[src/core/alm_pkg.sv]
// Constants for the access-control layer-4 field matcher
package alm_pkg;
  // Register byte offsets
  localparam logic [5:0] ALM_REG_PROTO  = 6'h00;
  localparam logic [5:0] ALM_REG_ICMP   = 6'h04;
  localparam logic [5:0] ALM_REG_FLAGS  = 6'h08;
  localparam logic [5:0] ALM_REG_PMODE  = 6'h0C;
  localparam logic [5:0] ALM_REG_PORT0  = 6'h10;
  localparam logic [5:0] ALM_REG_STATUS = 6'h20;
  localparam int         ALM_ADDR_W     = 6;
  localparam int         ALM_NPORT      = 4;
  localparam int         ALM_NFLAG      = 6;
  // Field positions
  localparam int ALM_PROTO_SEL_LSB = 0;
  localparam int ALM_TTL_MODE_LSB  = 4;
  localparam int ALM_ICMP_TEN_BIT  = 0;
  localparam int ALM_ICMP_CEN_BIT  = 1;
  localparam int ALM_ICMP_TYPE_LSB = 8;
  localparam int ALM_ICMP_CODE_LSB = 16;
  localparam int ALM_PORT_HI_LSB   = 16;
  localparam int ALM_STAT_HIT_BIT  = 16;
  // Protocol selection codes
  localparam logic [2:0] ALM_SEL_ANY   = 3'h0;
  localparam logic [2:0] ALM_SEL_ICMP  = 3'h1;
  localparam logic [2:0] ALM_SEL_UDP   = 3'h2;
  localparam logic [2:0] ALM_SEL_TCP   = 3'h3;
  localparam logic [2:0] ALM_SEL_OTHER = 3'h4;
  // IPv4 protocol numbers
  localparam logic [7:0] ALM_IPP_ICMP = 8'h01;
  localparam logic [7:0] ALM_IPP_TCP  = 8'h06;
  localparam logic [7:0] ALM_IPP_UDP  = 8'h11;
  // Port modes
  localparam logic [1:0] ALM_PM_ANY   = 2'h0;
  localparam logic [1:0] ALM_PM_EXACT = 2'h1;
  localparam logic [1:0] ALM_PM_RANGE = 2'h2;
  // Flag and TTL modes
  localparam logic [1:0] ALM_FM_ANY   = 2'h0;
  localparam logic [1:0] ALM_FM_SET   = 2'h1;
  localparam logic [1:0] ALM_FM_CLEAR = 2'h2;
  localparam logic [1:0] ALM_TM_ANY   = 2'h0;
  localparam logic [1:0] ALM_TM_NONZ  = 2'h1;
  localparam logic [1:0] ALM_TM_ZERO  = 2'h2;
  // AXI responses
  localparam logic [1:0] ALM_RESP_OKAY   = 2'h0;
  localparam logic [1:0] ALM_RESP_SLVERR = 2'h2;
  // Reset values
  localparam logic [31:0] ALM_RST_WORD = 32'h0000_0000;
  localparam logic [15:0] ALM_RST_PORT = 16'h0000;
endpackage

[src/core/alm_port_cmp.sv]
// One port condition: any, exact or inclusive range
`timescale 1ns/100ps
module alm_port_cmp
  import alm_pkg::*;
(
  input  wire logic [1:0]  mode,
  input  wire logic [15:0] lo,
  input  wire logic [15:0] hi,
  input  wire logic [15:0] port,
  output logic             ok
);
  always_comb begin
    case (mode)
      ALM_PM_EXACT: ok = (port == lo);
      ALM_PM_RANGE: ok = (port >= lo) && (port <= hi);
      default:      ok = 1'b1;
    endcase
  end
endmodule

[src/core/alm_flag_cmp.sv]
// One three-way TCP flag condition
`timescale 1ns/100ps
module alm_flag_cmp
  import alm_pkg::*;
(
  input  wire logic [1:0] mode,
  input  wire logic       flag,
  output logic            ok
);
  always_comb begin
    case (mode)
      ALM_FM_SET:   ok = flag;
      ALM_FM_CLEAR: ok = !flag;
      default:      ok = 1'b1;
    endcase
  end
endmodule

[src/core/alm_matcher.sv]
// Layer-4 match logic for one access-control entry with AXI4-Lite registers
//
// The register addresses and register access over AXI4-Lite are this design's own decisions.
`timescale 1ns/100ps
// Functional notes
// ICMP type: any or exact 8-bit value
// ICMP code: any or exact 8-bit value
// UDP source port: any, exact or range
// UDP destination port: any, exact or range
// TCP source port: any, exact or range
// TCP destination port: any, exact or range
// FIN flag: any, must be set, must clear
// SYN flag: any, must be set, must clear
// RST flag: any, must be set, must clear
// PSH flag: any, must be set, must clear
// ACK flag: any, must be set, must clear
// URG flag: any, must be set, must clear
// TTL: any, non-zero or zero
// Protocol conditions only under matching protocol selection
// Range bounds are both inclusive
// Hit only when all active conditions hold
module alm_matcher
  import alm_pkg::*;
(
  input  wire logic        clk,
  input  wire logic        rst_b,
  input  wire logic [5:0]  s_axi_awaddr,
  input  wire logic [2:0]  s_axi_awprot,
  input  wire logic        s_axi_awvalid,
  output logic             s_axi_awready,
  input  wire logic [31:0] s_axi_wdata,
  input  wire logic [3:0]  s_axi_wstrb,
  input  wire logic        s_axi_wvalid,
  output logic             s_axi_wready,
  output logic [1:0]       s_axi_bresp,
  output logic             s_axi_bvalid,
  input  wire logic        s_axi_bready,
  input  wire logic [5:0]  s_axi_araddr,
  input  wire logic [2:0]  s_axi_arprot,
  input  wire logic        s_axi_arvalid,
  output logic             s_axi_arready,
  output logic [31:0]      s_axi_rdata,
  output logic [1:0]       s_axi_rresp,
  output logic             s_axi_rvalid,
  input  wire logic        s_axi_rready,
  input  wire logic        frm_valid,
  input  wire logic        frm_ipv4,
  input  wire logic [7:0]  frm_proto,
  input  wire logic [7:0]  frm_icmp_type,
  input  wire logic [7:0]  frm_icmp_code,
  input  wire logic [15:0] frm_src_port,
  input  wire logic [15:0] frm_dst_port,
  input  wire logic [5:0]  frm_tcp_flags,
  input  wire logic [7:0]  frm_ttl,
  output logic             match_valid,
  output logic             match_hit
);

  ////////////////////////////////////////////////////////////////////////
  // Decode helpers

  function automatic logic is_mapped(input logic [5:0] a);
    is_mapped = (a[1:0] == 2'h0) && (a <= ALM_REG_STATUS);
  endfunction

  function automatic logic [31:0] merge(input logic [31:0] old,
                                        input logic [31:0] data,
                                        input logic [3:0]  strb);
    for (int b = 0; b < 4; b++) begin
      merge[8*b +: 8] = strb[b] ? data[8*b +: 8] : old[8*b +: 8];
    end
  endfunction

  ////////////////////////////////////////////////////////////////////////
  // Configuration state

  logic [2:0]  proto_sel;
  logic [1:0]  ttl_mode;
  logic        icmp_type_en;
  logic        icmp_code_en;
  logic [7:0]  icmp_type;
  logic [7:0]  icmp_code;
  logic [11:0] flag_mode;
  logic [7:0]  port_mode;
  logic [15:0] port_lo [0:ALM_NPORT-1];
  logic [15:0] port_hi [0:ALM_NPORT-1];
  logic [15:0] hit_count;
  logic        last_hit;

  ////////////////////////////////////////////////////////////////////////
  // Write channel

  logic        aw_held;
  logic        w_held;
  logic [5:0]  aw_addr;
  logic [31:0] w_data;
  logic [3:0]  w_strb;
  logic        do_write;

  assign do_write = aw_held && w_held && !s_axi_bvalid;

  always_ff @(posedge clk or negedge rst_b) begin
    if (!rst_b) begin
      aw_held       <= 1'b0;
      aw_addr       <= 6'h00;
      s_axi_awready <= 1'b0;
    end else begin
      if (s_axi_awvalid && s_axi_awready) begin
        aw_held       <= 1'b1;
        aw_addr       <= s_axi_awaddr;
        s_axi_awready <= 1'b0;
      end else if (do_write) begin
        aw_held <= 1'b0;
      end else if (!aw_held && !s_axi_bvalid) begin
        s_axi_awready <= 1'b1;
      end
    end
  end

  always_ff @(posedge clk or negedge rst_b) begin
    if (!rst_b) begin
      w_held       <= 1'b0;
      w_data       <= ALM_RST_WORD;
      w_strb       <= 4'h0;
      s_axi_wready <= 1'b0;
    end else begin
      if (s_axi_wvalid && s_axi_wready) begin
        w_held       <= 1'b1;
        w_data       <= s_axi_wdata;
        w_strb       <= s_axi_wstrb;
        s_axi_wready <= 1'b0;
      end else if (do_write) begin
        w_held <= 1'b0;
      end else if (!w_held && !s_axi_bvalid) begin
        s_axi_wready <= 1'b1;
      end
    end
  end

  // Response is held until the master takes it, so only one write is open
  always_ff @(posedge clk or negedge rst_b) begin
    if (!rst_b) begin
      s_axi_bvalid <= 1'b0;
      s_axi_bresp  <= ALM_RESP_OKAY;
    end else begin
      if (do_write) begin
        s_axi_bvalid <= 1'b1;
        s_axi_bresp  <= is_mapped(aw_addr) ? ALM_RESP_OKAY : ALM_RESP_SLVERR;
      end else if (s_axi_bready) begin
        s_axi_bvalid <= 1'b0;
      end
    end
  end

  ////////////////////////////////////////////////////////////////////////
  // Register file; reset puts every condition to any

  logic [31:0] cur_word;

  always_comb begin
    cur_word = ALM_RST_WORD;
    case (aw_addr)
      ALM_REG_PROTO: begin
        cur_word[ALM_PROTO_SEL_LSB +: 3] = proto_sel;
        cur_word[ALM_TTL_MODE_LSB +: 2]  = ttl_mode;
      end
      ALM_REG_ICMP: begin
        cur_word[ALM_ICMP_TEN_BIT]        = icmp_type_en;
        cur_word[ALM_ICMP_CEN_BIT]        = icmp_code_en;
        cur_word[ALM_ICMP_TYPE_LSB +: 8]  = icmp_type;
        cur_word[ALM_ICMP_CODE_LSB +: 8]  = icmp_code;
      end
      ALM_REG_FLAGS: cur_word[11:0] = flag_mode;
      ALM_REG_PMODE: cur_word[7:0]  = port_mode;
      default: begin
        if (aw_addr[5:4] == 2'h1) begin
          cur_word[15:0]                 = port_lo[aw_addr[3:2]];
          cur_word[ALM_PORT_HI_LSB +: 16] = port_hi[aw_addr[3:2]];
        end
      end
    endcase
  end

  logic [31:0] new_word;

  assign new_word = merge(cur_word, w_data, w_strb);

  always_ff @(posedge clk or negedge rst_b) begin
    if (!rst_b) begin
      proto_sel    <= ALM_SEL_ANY;
      ttl_mode     <= ALM_TM_ANY;
      icmp_type_en <= 1'b0;
      icmp_code_en <= 1'b0;
      icmp_type    <= 8'h00;
      icmp_code    <= 8'h00;
      flag_mode    <= 12'h000;
      port_mode    <= 8'h00;
      for (int i = 0; i < ALM_NPORT; i++) begin
        port_lo[i] <= ALM_RST_PORT;
        port_hi[i] <= ALM_RST_PORT;
      end
    end else if (do_write && is_mapped(aw_addr)) begin
      case (aw_addr)
        ALM_REG_PROTO: begin
          proto_sel <= new_word[ALM_PROTO_SEL_LSB +: 3];
          ttl_mode  <= new_word[ALM_TTL_MODE_LSB +: 2];
        end
        ALM_REG_ICMP: begin
          icmp_type_en <= new_word[ALM_ICMP_TEN_BIT];
          icmp_code_en <= new_word[ALM_ICMP_CEN_BIT];
          icmp_type    <= new_word[ALM_ICMP_TYPE_LSB +: 8];
          icmp_code    <= new_word[ALM_ICMP_CODE_LSB +: 8];
        end
        ALM_REG_FLAGS: flag_mode <= new_word[11:0];
        ALM_REG_PMODE: port_mode <= new_word[7:0];
        default: begin
          if (aw_addr[5:4] == 2'h1) begin
            port_lo[aw_addr[3:2]] <= new_word[15:0];
            port_hi[aw_addr[3:2]] <= new_word[ALM_PORT_HI_LSB +: 16];
          end
        end
      endcase
    end
  end

  ////////////////////////////////////////////////////////////////////////
  // Read channel

  logic [31:0] rd_word;

  always_comb begin
    rd_word = ALM_RST_WORD;
    case (s_axi_araddr)
      ALM_REG_PROTO: begin
        rd_word[ALM_PROTO_SEL_LSB +: 3] = proto_sel;
        rd_word[ALM_TTL_MODE_LSB +: 2]  = ttl_mode;
      end
      ALM_REG_ICMP: begin
        rd_word[ALM_ICMP_TEN_BIT]       = icmp_type_en;
        rd_word[ALM_ICMP_CEN_BIT]       = icmp_code_en;
        rd_word[ALM_ICMP_TYPE_LSB +: 8] = icmp_type;
        rd_word[ALM_ICMP_CODE_LSB +: 8] = icmp_code;
      end
      ALM_REG_FLAGS:  rd_word[11:0] = flag_mode;
      ALM_REG_PMODE:  rd_word[7:0]  = port_mode;
      ALM_REG_STATUS: begin
        rd_word[15:0]             = hit_count;
        rd_word[ALM_STAT_HIT_BIT] = last_hit;
      end
      default: begin
        if (s_axi_araddr[5:4] == 2'h1) begin
          rd_word[15:0]                  = port_lo[s_axi_araddr[3:2]];
          rd_word[ALM_PORT_HI_LSB +: 16] = port_hi[s_axi_araddr[3:2]];
        end
      end
    endcase
  end

  always_ff @(posedge clk or negedge rst_b) begin
    if (!rst_b) begin
      s_axi_arready <= 1'b0;
      s_axi_rvalid  <= 1'b0;
      s_axi_rdata   <= ALM_RST_WORD;
      s_axi_rresp   <= ALM_RESP_OKAY;
    end else begin
      if (s_axi_arvalid && s_axi_arready) begin
        s_axi_arready <= 1'b0;
        s_axi_rvalid  <= 1'b1;
        s_axi_rdata   <= is_mapped(s_axi_araddr) ? rd_word : ALM_RST_WORD;
        s_axi_rresp   <= is_mapped(s_axi_araddr) ? ALM_RESP_OKAY : ALM_RESP_SLVERR;
      end else if (s_axi_rvalid) begin
        if (s_axi_rready) begin
          s_axi_rvalid <= 1'b0;
        end
      end else begin
        s_axi_arready <= 1'b1;
      end
    end
  end

  ////////////////////////////////////////////////////////////////////////
  // Protocol selection

  logic is_icmp;
  logic is_udp;
  logic is_tcp;
  logic proto_ok;

  assign is_icmp = frm_ipv4 && (frm_proto == ALM_IPP_ICMP);
  assign is_udp  = frm_ipv4 && (frm_proto == ALM_IPP_UDP);
  assign is_tcp  = frm_ipv4 && (frm_proto == ALM_IPP_TCP);

  always_comb begin
    case (proto_sel)
      ALM_SEL_ICMP:  proto_ok = is_icmp;
      ALM_SEL_UDP:   proto_ok = is_udp;
      ALM_SEL_TCP:   proto_ok = is_tcp;
      ALM_SEL_OTHER: proto_ok = frm_ipv4 && !is_icmp && !is_udp && !is_tcp;
      default:       proto_ok = 1'b1;
    endcase
  end

  ////////////////////////////////////////////////////////////////////////
  // ICMP fields

  logic icmp_ok;

  // Type and code only count when ICMP is selected
  assign icmp_ok = (proto_sel != ALM_SEL_ICMP) ||
                   ((!icmp_type_en || (frm_icmp_type == icmp_type)) &&
                    (!icmp_code_en || (frm_icmp_code == icmp_code)));

  ////////////////////////////////////////////////////////////////////////
  // Port conditions: 0 UDP src, 1 UDP dst, 2 TCP src, 3 TCP dst

  logic [ALM_NPORT-1:0] port_ok;

  for (genvar g = 0; g < ALM_NPORT; g++) begin : g_port
    alm_port_cmp u_cmp (
      .mode (port_mode[2*g +: 2]),
      .lo   (port_lo[g]),
      .hi   (port_hi[g]),
      .port ((g % 2 == 0) ? frm_src_port : frm_dst_port),
      .ok   (port_ok[g])
    );
  end

  logic udp_ok;
  logic tcp_ports_ok;

  assign udp_ok       = (proto_sel != ALM_SEL_UDP) || (port_ok[0] && port_ok[1]);
  assign tcp_ports_ok = port_ok[2] && port_ok[3];

  ////////////////////////////////////////////////////////////////////////
  // TCP flags, bit 0 FIN up to bit 5 URG

  logic [ALM_NFLAG-1:0] flag_ok;

  for (genvar g = 0; g < ALM_NFLAG; g++) begin : g_flag
    alm_flag_cmp u_flag (
      .mode (flag_mode[2*g +: 2]),
      .flag (frm_tcp_flags[g]),
      .ok   (flag_ok[g])
    );
  end

  logic tcp_ok;

  assign tcp_ok = (proto_sel != ALM_SEL_TCP) || (tcp_ports_ok && (&flag_ok));

  ////////////////////////////////////////////////////////////////////////
  // Time to live; a non-IPv4 frame cannot satisfy either TTL test

  logic ttl_ok;

  always_comb begin
    case (ttl_mode)
      ALM_TM_NONZ: ttl_ok = frm_ipv4 && (frm_ttl != 8'h00);
      ALM_TM_ZERO: ttl_ok = frm_ipv4 && (frm_ttl == 8'h00);
      default:     ttl_ok = 1'b1;
    endcase
  end

  ////////////////////////////////////////////////////////////////////////
  // Match result, one cycle after the frame is offered

  logic hit;

  assign hit = proto_ok && icmp_ok && udp_ok && tcp_ok && ttl_ok;

  always_ff @(posedge clk or negedge rst_b) begin
    if (!rst_b) begin
      match_valid <= 1'b0;
      match_hit   <= 1'b0;
    end else begin
      match_valid <= frm_valid;
      match_hit   <= frm_valid && hit;
    end
  end

  // Counter wraps; software samples differences, so saturation buys nothing
  always_ff @(posedge clk or negedge rst_b) begin
    if (!rst_b) begin
      hit_count <= 16'h0000;
      last_hit  <= 1'b0;
    end else if (frm_valid) begin
      last_hit <= hit;
      if (hit) begin
        hit_count <= hit_count + 16'h0001;
      end
    end
  end

  ////////////////////////////////////////////////////////////////////////
  // Protection bits carry no meaning here

  logic unused_prot;

  assign unused_prot = ^{s_axi_awprot, s_axi_arprot};

endmodule

[config.mk]
export PLATFORM = sky130hd
export DESIGN_NAME = alm_matcher
export DESIGN_NICKNAME = d
export VERILOG_FILES = /design/src/core/alm_pkg.sv /design/src/core/alm_port_cmp.sv /design/src/core/alm_flag_cmp.sv /design/src/core/alm_matcher.sv
export SDC_FILE = /design/constraint.sdc
export NUM_CORES = 1
export LEC_CHECK = 0
export BUFFER_PORTS_ARGS = -buffer_cell sky130_fd_sc_hd__buf_2
export CAP_MARGIN = 40
export CELL_PAD_IN_SITES_DETAIL_PLACEMENT = 1
export CELL_PAD_IN_SITES_GLOBAL_PLACEMENT = 1
export CORE_ASPECT_RATIO = 0.5
export CORE_MARGIN = 5
export CORE_UTILIZATION = 48
export CTS_CLUSTER_SIZE = 8
export DETAILED_ROUTE_END_ITERATION = 6
export PLACE_DENSITY_LB_ADDON = 0.15
export SLEW_MARGIN = 20
export SYNTH_ARGS = -nofsm -noshare
export SYNTH_HDL_FRONTEND = slang
export SYNTH_SLANG_ARGS = --single-unit
[constraint.sdc]
create_clock -name clk -period 3.75 [get_ports clk]
set_clock_uncertainty 0.15 [all_clocks]
set_input_delay 0.375 -clock clk [delete_from_list [all_inputs] [get_ports clk]]
set_output_delay 0.375 -clock clk [all_outputs]
set_load 0.005 [all_outputs]
; Yosys cells after proc, flatten, opt, wreduce, memory -nomap -nowiden
; Cells that the tools add are included.
[totals]
ff_bits = 275
inputBits = 133
out_inout_bits = 43
elab_cells = 250
[op_classes]
addsub = 1
magnitude_cmp = 13
eq_ne = 50
mux = 70
bitwise = 3
reduce_logical = 80
[ops]
columns = op, count
row1 = 16-bit 2-to-1 mux, 9
row2 = 16-bit binary-select mux with 2-bit select, 4
row3 = 64-bit bitwise mux, 2
row4 = 32-bit 2-to-1 mux, 3
row5 = 16-bit equality test, 4
row6 = 16-bit >= comparator, 4
row7 = 16-bit less-or-equal comparator, 4
row8 = 8-bit 2-to-1 mux, 6
row9 = 16-bit demux with 2-bit select, 1
row10 = 1-bit logical AND, 32
row11 = "2-bit by 1-bit equality test with 1-bit output, second input constant", 13
row12 = "6-bit by 4-bit equality test with 1-bit output, second input constant", 4
row13 = 12-bit case mux with 2 select lines, 1
row14 = 2-bit case mux with 4 select lines, 3
row15 = "2-bit equality test, second input constant", 11
row16 = 1-bit case mux with 2 select lines, 11
row17 = 2-bit case mux with 5 select lines, 2
row18 = "16-bit by 1-bit adder with 16-bit output, second input constant", 1
row19 = 8-bit equality test, 2
row20 = 1-bit 2-to-1 mux, 16
row21 = 4-bit case mux with 4 select lines, 1
row22 = 5-bit case mux with 3 select lines, 1
row23 = 1-bit logical NOT, 14
row24 = 7-bit case mux with 2 select lines, 1
row25 = other kinds (35), 67

; Depth between registers and ports, before layout
; Gate-level depths: netlist (run 1).
[logic_depth]
ltp_word = 12
ltp_mapped = 11

; By module
; A second synthesis (run 1) with hierarchy kept.
[hier_totals]
hier_cells = 1562
hier_area_um2 = 17306.6
[by_module_without_submodules]
columns = mod, n_inst, cells_per_inst, area_each_um2
row1 = alm_matcher, 1, 1046, 13565.5
row2 = alm_port_cmp at g_port[0].u_cmp ..., 2, 120, 868.3
row3 = alm_port_cmp at g_port[2].u_cmp ..., 2, 120, 859.6
row4 = alm_flag_cmp, 6, 6, 47.5

; Worst setup path before layout (run 1)
; Ideal clock, no wire load.
[synth_path]
path_type = in2reg
from = input frm_src_port[0]
to = register hit_count[1]
setup_ps = 128
t_arrival_ps = 2472
slack_ps = 1000
path_stages = 10
n_path_buf = 0
cell_sequence = inv_1 ha_1 nand2b_1 a2111oi_0 nor4b_1 o32a_1 o31a_1 o2111a_1 nand2_1 mux2_1
[synth_between]
elab_chain_cells = 9
word_cells_on_any_way = 19
[synth_rtl]
columns = item, line_no
row1 = from (decl), alm_matcher.sv:51  ; input wire logic [15:0] frm_src_port,
row2 = 16-bit >= comparator or 16-bit less-or-equal comparator (tied branches), alm_port_cmp.sv:15  ; ALM_PM_RANGE: ok = (port >= lo) && (port <= hi);
row3 = 1-bit logical AND, alm_port_cmp.sv:15
row4 = 1-bit case mux with 2 select lines, alm_port_cmp.sv:13  ; case (mode)
row5 = 1-bit logical AND (on tied branches), "alm_matcher.sv:331, alm_matcher.sv:332"
row6 = 1-bit logical OR or 1-bit logical AND (tied branches), "alm_matcher.sv:331, alm_matcher.sv:349"
row7 = 1-bit logical AND or 1-bit logical OR (tied branches), "alm_matcher.sv:369, alm_matcher.sv:349"
row8 = 1-bit logical AND (*) (2 in a row), alm_matcher.sv:369  ; assign hit = proto_ok && icmp_ok && udp_ok && tcp_ok && ttl_ok;
row9 = 2-bit AND reduction (no source line) (*), n/a
row10 = to (signal assigned), alm_matcher.sv:389  ; hit_count <= hit_count + 16'h0001;
row11 = to (decl), alm_matcher.sv:87  ; logic [15:0] hit_count;
; Every way passes the cells marked *; elsewhere a longest branch is shown, timed or not.
; A chain may end at the register's enable or synchronous reset.

; Worst setup path in the final report (run 1)
[layout_path]
from = register port_hi[25] (netlist bit)
to = register hit_count[1]
[layout_between]
elab_chain_cells = 9
[layout_rtl]
columns = item, line_no
row1 = from (decl), alm_matcher.sv:86  ; logic [15:0] port_hi [0:ALM_NPORT-1];
row2 = "from (signal, indexed assignment)", alm_matcher.sv:219  ; port_hi[aw_addr[3:2]] <= new_word[ALM_PORT_HI_LSB +: 16];
row3 = 16-bit less-or-equal comparator, alm_port_cmp.sv:15
row4 = 1-bit logical AND, alm_port_cmp.sv:15
row5 = 1-bit case mux with 2 select lines, alm_port_cmp.sv:13
row6 = 1-bit logical AND, alm_matcher.sv:332  ; assign tcp_ports_ok = port_ok[2] && port_ok[3];
row7 = 1-bit logical AND, alm_matcher.sv:349  ; assign tcp_ok = (proto_sel != ALM_SEL_TCP) || (tcp_ports_ok && (&flag_ok));
row8 = 1-bit logical OR, alm_matcher.sv:349
row9 = 1-bit logical AND (2 in a row), alm_matcher.sv:369
row10 = 2-bit AND reduction (no source line), n/a
; Every way passes these cells.

==> run_results.csv, run 1 <==
group,metric,value,unit
drt,wl_met3,5164,um
sta,grt_setup_unrepaired,"false",
worst_setup_path,critical_path_class,"flip-flop to flip-flop",
sta,min_period,3511,ps
layout,fillers,3749,
die,die_y,143.0,um
worst_setup_path,cp_top_family,"compound AO/OA/AOI/OAI gates",
worst_setup_path,cp_data_arrival_time,3770,ps
logic_synthesis,synth_edf_count,0,
clocking,numCtsBuffers,40,
clocking,cts_resized,0,
clocking,cts_tree,"yes",
drt,met1_length,26900,um
placement,place_inst,2166,
die,io-pin-count,176,
worst_setup_path,crit_path_cell_trace,"inv_1 -> ha_1 -> a21o_1 -> a221o_1 -> a221oi_1 -> o21ai_0 -> a22oi_1 -> o2111a_1 -> nand2_1 -> mux2_1",
layout,final_cell_mix,"dfrtp_1 (271), mux2_2 (192), buf_2 (168)",
logic_synthesis,syn_area_per_cell,10.99,um2
sta,tns,0,ps
worst_setup_path,r2r-end,"hit_count[1]$_DFFE_PN0P_",
worst_hold_path,hold-path-endpoint,"s_axi_rresp[1]$_DFFE_PN0P_",
drt,postRouteAntennaNets,0,
clocking,cts_setup_buffers,0,
layout,fin_area,20100,um2
worst_setup_path,crit_required,4010,ps
sta,hold_viol,0,
worst_hold_path,hp-start,"s_axi_araddr[0]",
drt,met2_length,27930,um
layout,drive_gt1_share,29.69,%
worst_hold_path,hp-class,"input port to flip-flop",
power,power_density,624.5,nW/um2
logic_synthesis,ys_ff_latch,273,
sta,fmax,0.2848,GHz
status,outcome,"complete, no violations",
logic_synthesis,synth_area,16990,um2
power,power.leakage,9.095,nW
power,vdd_drop_max,0.3173,mV
die,num_rows,48,
worst_setup_path,worstPathMaxFanout,4,
sta,worst_hold_slack,8.963,ps
logic_synthesis,async_reset_ff_share,100.0,%
layout,seq_area,6834,um2
layout,layout_commonest_cell,"dfrtp_1",
die,die_x,276.0,um
layout,finalNetCount,2065,
logic_synthesis,synthCells,1546,
worst_setup_path,r2r_start,"port_hi[25]$_DFFE_PN0P_",
placement,placed_area,18550,um2
grt,grt_pass1_wl,94250,um
drt,initialDrtViolationCount,1262,
drt,vias_per_cell,6.199,
placement,routabilityCongestion,0.9607,
grt,grt_max_degree,123,
clocking,cts.hold.buffers_added,47,
logic_synthesis,ys_warn_count,0,
worst_setup_path,slowest_stage,"a22oi_1",
sta,slew_viol_final,0,
worst_setup_path,critPathMaxStageDelay,540,ps
die,start_util,48.93,%
logic_synthesis,synth_cell_types,64,
worst_setup_path,start_kind,"flip-flop",
drt,wl,61230,um
layout,multi_input_area,9265,um2
clocking,ctsRootBufferMaster,"clkbuf_16",
job,cap_viol_max_count,0,
drt,wl_per_cell,27.09,um
drt,post-route-drc-count,0,
layout,final_cells,2260,
worst_setup_path,r2r_slack,240,ps
clocking,cts.path.max_buffers,3,
sta,finalSetupViolCount,0,
die,dieArea,39480,um2
clocking,cts.clk_slew.worst_paths,50,ps
worst_setup_path,rr_worst_depth,10,
worst_setup_path,cp-end-kind,"flip-flop",
die,core,34710,um2
clocking,cts.htree.levels,2,
power,power,12.55,mW
logic_synthesis,ys.flop_type,"dfrtp_1",
layout,area_growth,18.31,%
grt,grt_remaining_overflow,0,
grt,grt_usage,30.95,%
placement,dp_hpwl,44880,um
worst_hold_path,worstHoldPathCells,3,
drt,top_layer,"met5",
drt,via_count,14010,
sta,worstMarginPinSlew,869.5,ps
sta,slew_headroom,41.64,%
grt,grt_antenna_before_repair,2,
sta,min_period_over_period,93.64,%
grt,grt_pass1_vias,15470,
logic_synthesis,ys_seq_area_share,40.22,%
clocking,clkLatencyLatePin,530,ps
clocking,clock-sinks,273,
placement,port_buffers,167,
drt,dr.pass1.iters,5,
worst_setup_path,cp_num_buf_inv,1,
layout,antenna_cells,0,
==> routing by layer <==
metal  vias up  global-route usage [%]
li1       6114                       -
met1      7299                   42.39
met2       494                   49.97
met3        98                   8.512
met4         4                   7.088
met5         -                       0
==> metrics by stage <==
stage	utilization, %	setup WS [ps]
2_1_floorplan	-	1000
3_3_place_gp	53.34	320.4
3_5_place_dp	53.43	248.9
4_1_cts	57.80	265.8
5_1_grt	57.89	84.91
6_report	57.89	238.5
==> report_power, final <==
group	leakage, nW	internal (mW)	switching [mW]	total (mW)
Combinational	4.92	2.05	2.52	4.58
Sequential	3.66	3.74	1.02	4.76
Clock	0.513	1.92	1.29	3.21
==> layout make-up <==
cell class	count	share of cell area, %
flip-flops and latches	273	34.01
clock buffers	44	5.162
clock inverters	1	0.04358
repair buffers	264	8.661
well taps	475	2.957
inverters	164	3.063
multi-input cells	1039	46.11
==> cells in the mapped netlist, types with 3 or more instances <==
| cell | count | share of area (%) |
|---|---|---|
| dfrtp_1 | 273 | 40 |
| mux2_2 | 192 | 13 |
| inv_1 | 164 | 3.6 |
| ha_1 | 150 | 11 |
| nand2_1 | 120 | 2.7 |
| o21ai_0 | 93 | 2.7 |
| a21oi_1 | 83 | 2.4 |
| mux4_2 | 66 | 8.8 |
| clkbuf_1 | 53 | 1.2 |
| nand3_1 | 30 | 0.88 |
| nand4_1 | 30 | 1.1 |
| nor2_1 | 28 | 0.62 |
| a22oi_1 | 27 | 1.2 |
| xnor2_1 | 27 | 1.4 |
| a221oi_1 | 16 | 0.83 |
| nor3_1 | 16 | 0.47 |
| o21a_1 | 14 | 0.62 |
| and3_1 | 13 | 0.48 |
| a22o_1 | 12 | 0.62 |
| and4_1 | 9 | 0.46 |
| mux2i_1 | 9 | 0.53 |
| nor2b_1 | 9 | 0.33 |
| buf_2 | 8 | 0.24 |
| nor4_1 | 8 | 0.29 |
| buf_1 | 7 | 0.15 |
| o31ai_1 | 7 | 0.31 |
| a21o_1 | 6 | 0.27 |
| o22ai_1 | 6 | 0.22 |
| a221o_1 | 5 | 0.29 |
| nand2b_1 | 5 | 0.18 |
| o211ai_1 | 5 | 0.22 |
| a211oi_1 | 4 | 0.18 |
| a222oi_1 | 4 | 0.24 |
| xor2_1 | 4 | 0.21 |
| a2111oi_0 | 3 | 0.15 |
| and2_1 | 3 | 0.11 |
| buf_4 | 3 | 0.13 |
| nor3b_1 | 3 | 0.13 |
==> worst min-delay path, delay by kind of cell <==
family	cells	cell delay, ps
buf+inv	1	90
compound gates	1	120
simple gates	1	60
==> worst max path at each step <==
| stage | end | startpoint | slack [ps] | depth (start not counted) |
|---|---|---|---|---|
| after floorplan | hit_count[1]$_DFFE_PN0P_ | frm_src_port[0] | 1000 | 10 |
| after CTS | hit_count[1]$_DFFE_PN0P_ | port_lo[15]$_DFFE_PN0P_ | 270 | 12 |
| final | hit_count[1]$_DFFE_PN0P_ | port_hi[25]$_DFFE_PN0P_ | 240 | 10 |
| after global routing | hit_count[4]$_DFFE_PN0P_ | port_hi[25]$_DFFE_PN0P_ | 80 | 11 |
| after detailed placement | hit_count[1]$_DFFE_PN0P_ | frm_dst_port[15] | 250 | 12 |
| after global placement | hit_count[1]$_DFFE_PN0P_ | frm_dst_port[15] | 320 | 12 |
==> state kept, by name, summed over array words and instances (netlist names), 2 cells and up <==
name	flops
aw_addr	6
flag_mode	12
hit_count	16
icmp_code	8
icmp_type	8
port_hi	64
port_lo	64
port_mode	8
proto_sel	3
s_axi_rdata	32
ttl_mode	2
w_data	32
w_strb	4
==> kinds of logic after synthesis <==
| logic type | share of synthesized area [%] |
|---|---|
| AO/OA/AOI/OAI | 11.21 |
| AND/OR/NAND/NOR | 8.501 |
| flip-flops | 40.22 |
| multiplexers | 22.08 |
| buffers and inverters | 5.319 |
| adder cells (fa/ha/maj) | 11.05 |
| XOR/XNOR | 1.599 |
| other | 0.02208 |
(Power assumes the default switching activity.)
==> inputs of run 2 (changes only) <==
- CORE_ASPECT_RATIO: 0.5 -> unset
- CORE_UTILIZATION: 48 -> 43
- clock period: 3.75 -> 3.21 ns (I/O delays scaled with it)
==> run_results.csv, run 2 (synthesis gave the netlist of run 1 again) <==
group,metric,value,unit
status,outcome,"finished with violations",
status,violations,"setup timing",
grt,grt_antenna_before_repair,3,
worst_setup_path,critical_path_class,"flip-flop to flip-flop",
worst_hold_path,worstHoldPathCells,3,
drt,wl_per_cell,25.60,um
worst_setup_path,worstPathMaxFanout,5,
worst_setup_path,crit_start,"port_lo[44]$_DFFE_PN0P_",
power,power.leakage,9.566,nW
power,power,15.01,mW
clocking,cts.path.max_buffers,3,
drt,post-route-drc-count,0,
worst_setup_path,r2r_start,"port_lo[44]$_DFFE_PN0P_",
placement,dp_hpwl,45980,um
die,die_y,208.7,um
sta,slew_viol_final,0,
clocking,cts.htree.levels,2,
grt,grt_usage,27.86,%
power,power_density,711.4,nW/um2
worst_setup_path,cp-end-kind,"flip-flop",
sta,min_period_over_period,102.9,%
die,core,38830,um2
clocking,clkLatencyLatePin,550,ps
worst_setup_path,start_kind,"flip-flop",
drt,dr.pass1.iters,5,
worst_hold_path,hp-start,"s_axi_awvalid",
layout,top_regs,"port_hi (64), port_lo (64)",
worst_setup_path,crit_required,3480,ps
placement,port_buffers,167,
sta,hold_viol,0,
worst_setup_path,r2r_slack,-90,ps
worst_setup_path,slowest_stage,"or4_4",
sta,fmax,0.3028,GHz
placement,routabilityCongestion,0.8850,
sta,grt_setup_unrepaired,"true",
worst_setup_path,crit_path_cell_trace,"inv_2 -> ha_4 -> nand4_1 -> buf_6 -> or4_4 -> or4_4 -> o211ai_1 -> o211ai_1 -> o211ai_1 -> buf_4 -> nand4_1 -> xnor2_1",
worst_setup_path,cp_data_arrival_time,3570,ps
layout,layout_commonest_cell,"dfrtp_1",
power,vdd_drop_max,0.5234,mV
worst_setup_path,rr_worst_depth,12,
grt,grt_pass1_wl,93670,um
sta,slew_headroom,46.25,%
clocking,clock-sinks,273,
drt,initialDrtViolationCount,796,
grt,grt_remaining_overflow,0,
clocking,cts_tree,"yes",
worst_setup_path,crit_top_cell,"o211ai_1",
drt,via_count,14070,
sta,finalSetupViolCount,13,
worst_setup_path,r2r-end,"hit_count[4]$_DFFE_PN0P_",
layout,final_cell_mix,"dfrtp_1 (271), mux2_2 (192), buf_2 (166)",
sta,tns,-620.6,ps
die,num_rows,72,
die,dieArea,43570,um2
grt,grt_max_degree,91,
worst_hold_path,hp-class,"input port to flip-flop",
placement,place_inst,2282,
clocking,ctsRootBufferMaster,"clkbuf_16",
die,start_util,43.75,%
sta,min_period,3302,ps
sta,worstMarginPinSlew,785.9,ps
layout,finalNetCount,2145,
drt,vias_per_cell,5.890,
die,die_x,208.7,um
layout,drive_gt1_share,34.17,%
layout,area_growth,24.24,%
layout,final_cells,2388,
job,cap_viol_max_count,0,
worst_setup_path,critPathMaxStageDelay,540,ps
drt,postRouteAntennaNets,0,
die,io-pin-count,176,
clocking,numCtsBuffers,40,
grt,grt_pass1_vias,15130,
drt,wl,61130,um
sta,setup_ws,-92.02,ps
worst_hold_path,hold-path-endpoint,"aw_held$_DFFE_PN0P_",
layout,antenna_cells,0,
clocking,cts.clk_slew.worst_paths,50,ps
[run 2: changes by cell type in the layout (fill, tap and decap cells not counted), sizes merged]
| cell | delta |
|---|---|
| dlygate4sd3 | +1 |
| clkbuf | +4 |
| clkinv | -1 |
| inv | +2 |
| buf | +79 |
[run 2: power breakdown]
group          switching, mW  internal (mW)  total (mW)
sequential              1.15           4.37        5.52
clock                   1.53           2.31        3.84
combinational           2.96           2.69        5.65
[run 2: layout make-up]
cell class / instances / area, um2
fill: 4186 / 17730
clock inverter: 2 / 17.52
inverter: 164 / 615.6
timing repair buffer: 344 / 2464
tap: 518 / 648.1
multi-input combinational: 1039 / 9450
clock buffer: 48 / 1072
sequential: 273 / 6834
[run 2: what timing repair did]
item / in CTS / in global routing
buffers inserted: 1 / 6
endpoints found under the setup margin: 18 / 18
pin swaps: 8 / 24
gates cloned: 0 / 1
hold endpoints to repair: 129 / 0
hold buffers: 48 / 0
gates resized for setup: 8 / 30
[run 2: metrics by stage]
step | cell area [um2] | worst slack, ps | utilization [%] | hold WS (ps)
4_1_cts | 20890 | 5.076 | 53.80 | 21.79
3_5_place_dp | 19270 | -209.2 | 49.64 | 285.4
2_1_floorplan | 16990 | 465.8 | - | -124.6
5_1_grt | 21100 | -205.4 | 54.35 | 86.31
3_3_place_gp | 19270 | -211.3 | 49.64 | 278.3
6_report | 21100 | -92.02 | 54.35 | 33.35
[run 2: worst max path at each step]
stage / endpoint
final: hit_count[4]$_DFFE_PN0P_
after detailed placement: hit_count[10]$_DFFE_PN0P_
after global routing: hit_count[4]$_DFFE_PN0P_
after floorplan: hit_count[1]$_DFFE_PN0P_
after CTS: hit_count[4]$_DFFE_PN0P_
after global placement: hit_count[10]$_DFFE_PN0P_
[run 2: per-layer routing]
metal | wire (um) | global-route usage (%)
met1 | 26070 | 37.17
met2 | 29990 | 46.75
met3 | 3123 | 4.559
met4 | 1925 | 8.911
met5 | 28 | 0
[run 2: worst max-delay path: cells and delay by family (launching register included)]
family	cells	cell delay, ps
compound gates	3	550
xor+xnor	1	160
fa+ha+maj	1	260
buf+inv	3	470
flops	1	400
simple gates	4	1180
